## src/shared/drc_pkg.sv

```systemverilog
package drc_pkg;
  // width of the pin-strapped configuration field
  localparam int unsigned STRAP_W          = 8;
  localparam logic [7:0]  STRAP_RESET      = 8'h00;
  // reference clock rate and the settle time software must honour
  localparam int unsigned CLK_HZ           = 50_000_000;
  localparam int unsigned SETTLE_US        = 100;
  localparam int unsigned SETTLE_CYCLES    = (SETTLE_US * (CLK_HZ / 1_000_000));
  localparam int unsigned PIN_MIN_NS       = 100;
  localparam int unsigned CLK_PERIOD_NS    = 20;
  localparam int unsigned PIN_MIN_CYCLES   = (PIN_MIN_NS + CLK_PERIOD_NS - 1) / CLK_PERIOD_NS;
  localparam int unsigned SYNC_STAGES      = 2;
endpackage

```

## src/shared/drc_rst_if.sv

```systemverilog
`timescale 1ns/1ps
// carries the combined core reset and the strap value between the two modules
interface drc_rst_if;
  logic                 core_rst_n;
  logic                 pin_rst_n;
  logic [7:0]           strap_q;
  modport src (output core_rst_n, output pin_rst_n, input strap_q);
  modport snk (input core_rst_n, input pin_rst_n, output strap_q);
endinterface
```

## src/hdl/drc_reset_top.sv

```systemverilog
`timescale 1ns/1ps
// Notes on behaviour
// - three reset sources exist: the reset pin, the software bit, and the test-port reset pin.
// - the reset pin resets everything asynchronously except the test-access logic and the two strap synchroniser flops.
// - while the pin is low all registers but the test logic and strap synchroniser hold defaults; straps are captured on release.
// - the software bit resets all but the host interface, test logic, the strap synchroniser and latch, and the bit itself.
// - a software reset restores straps latched at the last pin reset, not the pins.
module drc_reset_top
  import drc_pkg::*;
(
  input  wire logic        ref_clk_i,
  input  wire logic        rst_n_i,
  input  wire logic        test_port_reset_pin_n_i,
  input  wire logic        master_control_one_sw_rst_i,
  input  wire logic [7:0]  strap_pins_i,
  output logic             core_rst_n_o,
  output logic             host_if_rst_n_o,
  output logic             test_rst_n_o,
  output logic [7:0]       strap_o,
  output logic             sw_rst_o,
  output logic             init_ready_o
);

  // ----------------------------------------------------------------
  // pin reset synchroniser
  // ----------------------------------------------------------------
  logic pin_s1;
  logic pin_s2;

  // asserts at once, releases on a clock edge so all logic leaves together;
  // a plain async release could free some flops a cycle before others
  always_ff @(posedge ref_clk_i or negedge rst_n_i) begin
    if (!rst_n_i) begin
      pin_s1 <= 1'b0;
      pin_s2 <= 1'b0;
    end else begin
      pin_s1 <= 1'b1;
      pin_s2 <= pin_s1;
    end
  end

  // ----------------------------------------------------------------
  // software reset bit
  // ----------------------------------------------------------------
  logic sw_rst;

  // the bit lives in the host domain and is cleared only by the pin, not by itself;
  // it comes from logic on this clock, so one register is enough and the
  // core drops on the edge after the bit is set
  always_ff @(posedge ref_clk_i or negedge pin_s2) begin
    if (!pin_s2) begin
      sw_rst <= 1'b0;
    end else begin
      sw_rst <= master_control_one_sw_rst_i;
    end
  end

  // ----------------------------------------------------------------
  // reset outputs
  // ----------------------------------------------------------------
  logic test_s1;
  logic test_s2;
  wire  core_rst_n = pin_s2 & ~sw_rst;

  // test logic follows its own pin only; the device pin never touches it,
  // so a board reset cannot disturb a scan or boundary test in progress
  always_ff @(posedge ref_clk_i or negedge test_port_reset_pin_n_i) begin
    if (!test_port_reset_pin_n_i) begin
      test_s1 <= 1'b0;
      test_s2 <= 1'b0;
    end else begin
      test_s1 <= 1'b1;
      test_s2 <= test_s1;
    end
  end

  assign core_rst_n_o    = core_rst_n;
  assign host_if_rst_n_o = pin_s2;
  assign test_rst_n_o    = test_s2;
  assign sw_rst_o        = sw_rst;

  // ----------------------------------------------------------------
  // strap handling
  // ----------------------------------------------------------------
  drc_rst_if rst_bus ();
  assign rst_bus.core_rst_n = core_rst_n;
  assign rst_bus.pin_rst_n  = pin_s2;
  assign strap_o            = rst_bus.strap_q;

  drc_strap_hold u_strap (
    .ref_clk_i    (ref_clk_i),
    .strap_pins_i (strap_pins_i),
    .rst_bus      (rst_bus.snk)
  );

  // ----------------------------------------------------------------
  // settle timer
  // ----------------------------------------------------------------
  // flags when software may begin its init writes; purely informative,
  // the device does not block early accesses
  logic [12:0] settle_cnt;
  logic        ready;

  always_ff @(posedge ref_clk_i or negedge core_rst_n) begin
    if (!core_rst_n) begin
      settle_cnt <= 13'h0000;
      ready      <= 1'b0;
    end else if (!ready) begin
      settle_cnt <= settle_cnt + 13'h0001;
      ready      <= (settle_cnt == 13'(SETTLE_CYCLES - 1));
    end
  end

  assign init_ready_o = ready;
endmodule // drc_reset_top

```

## src/hdl/drc_strap_hold.sv

```systemverilog
`timescale 1ns/1ps
module drc_strap_hold
  import drc_pkg::*;
(
  input  wire logic           ref_clk_i,
  input  wire logic [7:0]     strap_pins_i,
  drc_rst_if.snk              rst_bus
);

  // --------------------------------------------------------------
  // strap capture
  // --------------------------------------------------------------
  logic [7:0] strap_s1;
  logic [7:0] strap_s2;
  logic [7:0] strap_lat;
  logic       pin_rst_d;
  wire        pin_release = rst_bus.pin_rst_n & ~pin_rst_d;

  // the pins pass two flops before anything reads them; the pair keeps
  // running through reset so that it is settled when the pin reset lets go
  always_ff @(posedge ref_clk_i) begin
    strap_s1 <= strap_pins_i;
    strap_s2 <= strap_s1;
  end

  // marks the first cycle after the pin reset lets go; a software reset
  // never touches it, so the straps are never sampled again then
  always_ff @(posedge ref_clk_i or negedge rst_bus.pin_rst_n) begin
    if (!rst_bus.pin_rst_n) begin
      pin_rst_d <= 1'b0;
    end else begin
      pin_rst_d <= 1'b1;
    end
  end

  // latched copy survives software resets
  always_ff @(posedge ref_clk_i or negedge rst_bus.pin_rst_n) begin
    if (!rst_bus.pin_rst_n) begin
      strap_lat <= STRAP_RESET;
    end else if (pin_release) begin
      strap_lat <= strap_s2;
    end
  end

  // core copy: reset by both sources, reloaded from the latched value
  always_ff @(posedge ref_clk_i or negedge rst_bus.core_rst_n) begin
    if (!rst_bus.core_rst_n) begin
      rst_bus.strap_q <= STRAP_RESET;
    end else begin
      rst_bus.strap_q <= pin_release ? strap_s2 : strap_lat;
    end
  end
endmodule // drc_strap_hold

```

## config.mk

```make
export PLATFORM = sky130hd
export DESIGN_NAME = drc_reset_top
export DESIGN_NICKNAME = d
export VERILOG_FILES = /design/src/shared/drc_pkg.sv /design/src/shared/drc_rst_if.sv /design/src/hdl/drc_reset_top.sv /design/src/hdl/drc_strap_hold.sv
export SDC_FILE = /design/constraint.sdc
export NUM_CORES = 1
export LEC_CHECK = 0
export BUFFER_PORTS_ARGS = -buffer_cell sky130_fd_sc_hd__buf_4
export CAP_MARGIN = 20
export CORE_ASPECT_RATIO = 0.9
export CORE_UTILIZATION = 42
export DETAILED_ROUTE_END_ITERATION = 8
export GPL_TIMING_DRIVEN = 0
export PLACE_DENSITY = 0.69
export SYNTH_ARGS = -nofsm -noshare
export SYNTH_HDL_FRONTEND = slang
export SYNTH_HIERARCHICAL = 1
export SYNTH_SLANG_ARGS = --single-unit
```

## constraint.sdc

```tcl
create_clock -name ref_clk_i -period 2.6 [get_ports ref_clk_i]
set_input_delay 0 -clock ref_clk_i [delete_from_list [all_inputs] [get_ports ref_clk_i]]
set_output_delay 0 -clock ref_clk_i [all_outputs]
set_load 0.01 [all_outputs]
```

# Word level (Yosys, flattened, before mapping)
# Cells that the tools add are included.
[word_totals] out_inout_bits=13 in_bits=12 ff_bits=52
[op_classes] bitwise_logic=4 add_sub_neg=1 n_eq_ne=1 mux=2
[ops] cell="adder 13 x 1 -> 13 bit (second input constant)" count=1
[ops] cell="equality test 13 bit (second input constant)" count=1
[ops] cell="two-way mux 8 bit" count=1
[ops] cell="AND 1 bit" count=2
[ops] cell="inverter 1 bit" count=2
[ops] cell="two-way mux 1 bit" count=1

# Depth between registers and ports, before layout
[logic_depth] ltp_word=3 ltp_mapped=5 mapped_depth_nobuf=5

# Cells and area by module
# Netlist, hierarchy kept.
[by_module_without_submodules] mod="drc_strap_hold" area_per_inst_um2=894.6 cells_each=44 seq_area_each_um2=745.7 instances=1
[by_module_without_submodules] mod="drc_reset_top" area_per_inst_um2=745.7 cells_each=56 seq_area_each_um2=475.5 instances=1

# Worst setup path before layout
# No wires, ideal clock.
[synth_path] kind="reg-to-output" startpoint="reg pin_s2, in the netlist host_if_rst_n_o" endpoint="out core_rst_n_o" path_slack_ns=0.665 stages_incl_launch_ff=2 arrival_time_ns=1.935 path_cell_list="dfrtp_1 > nor2b_1"
[synth_via] elab_chain_len=1
[synth_lines] item="start: declaration" line="drc_reset_top.sv:28" text="logic pin_s2;"
[synth_lines] item="start signal: assignment" line="drc_reset_top.sv:38" text="pin_s2 <= pin_s1;"
[synth_lines] item="AND 1 bit" line="drc_reset_top.sv:63" text="wire core_rst_n = pin_s2 & ~sw_rst;"
[synth_lines] item="end: declaration" line="drc_reset_top.sv:16" text="output logic core_rst_n_o,"
# Every way passes these cells.

# Worst setup path after layout
# Ends and elaborated chain as after synthesis.

==> results.tsv <==
metric	value	unit
status	completed	
Comb pwr share	8.6	%
DP Area	0.00190	sq mm
Register Area	0.00122	sq mm
Final Cell Area	0.00212	sq mm
Min Hold Slack	0.218	ns
Placer Congestion	0.782	
Layout Nets	159	
I/O pin total	25	
Slowest Stage Delay on Critical Path	0.68	ns
DP HPWL	1.55	mm
HP Class	register to asynchronous set/reset pin	
CTS Root Cell	clkbuf_8	
first-pass GRT wire length	3.80	mm
Critical Path End Type	primary output	
Startpoint Class	register	
count leader, synth	dfrtp_1	
Row Count	21	
Arr. time, crit path	1.77	ns
period utilization	68.0	%
CTS Buffer Depth	2	
ys async rst share	69.2	%
vias post-DR	887	
Skew-Pair Late Insertion Delay	0.30	ns
postcts setup bufs	0	
total power	1.45	mW
initial antenna violation count	0	
WL/cell	12.2	microns
fin. max-slew vios	0	
Internal Power	1.13	mW
Fill cells	302	
Synth cell types	25	
cts bufs inserted	5	
actual slew at the worst max-slew pin	0.525	ns
Syn Inst Count	100	
vias in the first global route	883	
pwr dens	683	mW/mm^2
crit path kind	register to primary output	
delay-heaviest family, CP	flip-flops	
Tmin final	1.77	ns
WL final	2.35	mm
starting DRC count in detailed routing	36	
CORE AREA	0.00373	sq mm
Total Routing Usage GR	13.3	%
Final Hold Viols	0	
Final Setup Violations	0	
WP data required	2.60	ns
CP cell instances	nor2b_2 > buf_8 > buf_4	
H-tree depth	2	
Multi-input gate area	409	sq um
clock share of power	30.7	%
Syn Area/Cell	16.4	sq um
register share of total power	60.7	%
Slew HR	65.0	%
CP max-delay cell	dfrtp_1	
die span in y	61.3	microns
ys flop type	dfrtp_1	
cell taking the most area after synthesis	dfrtp_1	
ratio of cells with drive above 1 in the final layout	32.7	%
Starting Density	44.0	%
largest net degree at the start of global routing	20	
GRT overflow	0	
Clock Pin Slew Worst Setup and Hold Paths	0.09	ns
sw power	0.318	mW
Layout area overhead	29.1	%
sw frac	21.9	%
post-synth top area share	54.9	%
max-cap viol count	0	
final worst slack	0.832	ns
maximum fanout along the worst path	19	
register area share after synthesis	74.4	%
main area contributors after synthesis	dfrtp_1 (55%), dfxtp_1 (20%), mux2_4 (7.3%), xnor2_1 (4.3%), xor2_1 (2.1%)	
ant diodes	0	
Layout Utilization	56.8	%
first-pass detailed-route iteration total	4	
EDFF count, synth	0	
maximum vdd drop	0.450	mV
# port buffers	24	
Mapped Area	0.00164	sq mm
clk sink count	52	
Clock Skew	0.00414	ns
DRC Markers	0	
Post-synth top cells	dfrtp_1 (36), dfxtp_1 (16), mux2_4 (8), xnor2_1 (8), nand3_1 (6)	
CTS tree	done	
pre-CTS setup slack	1.08	ns
ANT nets after route	0	
Die W	67.9	microns
vias per cell	4.60	
RSZ-0062 raised after global routing	no	
LEAKAGE	0.998	nW
FF+latch count, synth	52	
Max Fclk	0.566	GHz
YS warnings	6	
WP buf/inv	2	
Die ar.	0.00416	sq mm
## flip-flops by register name, summed over array words and instances, names as in the netlist
| signal | flops |
|---|---|
| settle_cnt | 13 |
| init_ready_o | 1 |
| sw_rst_o | 1 |
| host_if_rst_n_o | 1 |
| u_strap/strap_s2 | 8 |
| u_strap/rst_bus.strap_q | 8 |
| u_strap/strap_lat | 8 |
| test_s1 | 1 |
| u_strap/pin_rst_d | 1 |
| u_strap/strap_s1 | 8 |
| pin_s1 | 1 |
| test_rst_n_o | 1 |
## per-layer routing
| layer | wire length (microns) | part of all wire [%] | GRT usage (%) |
|---|---|---|---|
| met1 | 1050 | 45 | 16.0 |
| met2 | 1170 | 50 | 21.1 |
| met3 | 82 | 3.5 | 5.00 |
| met4 | 42 | 1.8 | 7.14 |
| met5 | 0 | 0 | 0 |
## kinds of logic (layout without fill, tap and decap cells)
group	Yosys count	in the layout	synth area share (%)
and+or+nand+nor	21	21	8.32
buffers and inverters	2	48	0.991
muxes	9	9	8.01
other	2	3	0.458
AOI/OAI and AO/OA	1	1	0.610
adders and majority gates	1	1	0.763
DFF	52	52	74.4
xor gates and xnor gates	12	12	6.41
## placed cells by master, fill, tap and decap left out
cell type       n
buf_4          24
buf_6           1
dfxtp_1        16
clkbuf_8        5
clkbuf_2        1
mux2_2          1
clkbuf_1        1
nand2b_4        1
and3_1          1
and4b_2         1
mux2_4          8
xor2_1          4
clkinvlp_4      1
nand3_2         1
nor2b_2         1
and3_4          1
nand2_1         2
dlygate4sd3_1  13
ha_1            1
clkinv_4        1
nor4_1          1
buf_8           1
nor3_1          1
nor4b_1         1
a41o_1          1
nand3_1         6
nand4_1         1
nand2b_1        1
nor2_1          2
xnor2_1         8
conb_1          3
dfrtp_1        36
## layout make-up
| type | count | share of cell area, % |
|---|---|---|
| multi-input cells | 47 | 19.3 |
| well taps | 46 | 2.72 |
| repair buffers | 38 | 15.4 |
| plain buffers | 2 | 0.768 |
| flip-flops and latches | 52 | 57.6 |
| clock inverters | 2 | 0.768 |
| clock buffers | 6 | 3.43 |
## worst paths after layout
path	from	depth (start not counted)	endpoint	slack [ns]
min	host_if_rst_n_o	0	u_strap/strap_lat[2]	0.22
min in group ref_clk_i	u_strap/strap_s1[3]	0	u_strap/strap_s2[3]	0.33
max in group asynchronous	host_if_rst_n_o	2	settle_cnt[4]	1.48
min reg2reg	host_if_rst_n_o	0	u_strap/strap_lat[2]	0.22
max	host_if_rst_n_o	3	core_rst_n_o	0.83
max reg2reg	init_ready_o	4	settle_cnt[9]	1.16
## power groups by stage
stage,logic (mW),registers [mW],clock network (mW)
after floorplan,0.0438,0.901,0
after global placement,0.106,0.894,0
after detailed placement,0.110,0.896,0
after CTS,0.125,0.881,0.454
after global routing,0.135,0.886,0.485
final,0.124,0.879,0.444
## per-stage QoR
step | cells | setup TNS, ns
global placement | 171 | -0.994
detailed placement | 172 | 0
CTS | 193 | 0
finish | 193 | 0
floorplan | 101 | 0
global route | 193 | 0
## repair_timing
| item | CTS | global route |
|---|---|---|
| gates resized for setup | 0 | 0 |
| hold buffers | 13 | 0 |
| endpoints found under the hold margin | 13 | 0 |
No activity file was read; power rests on OpenSTA's default activity.
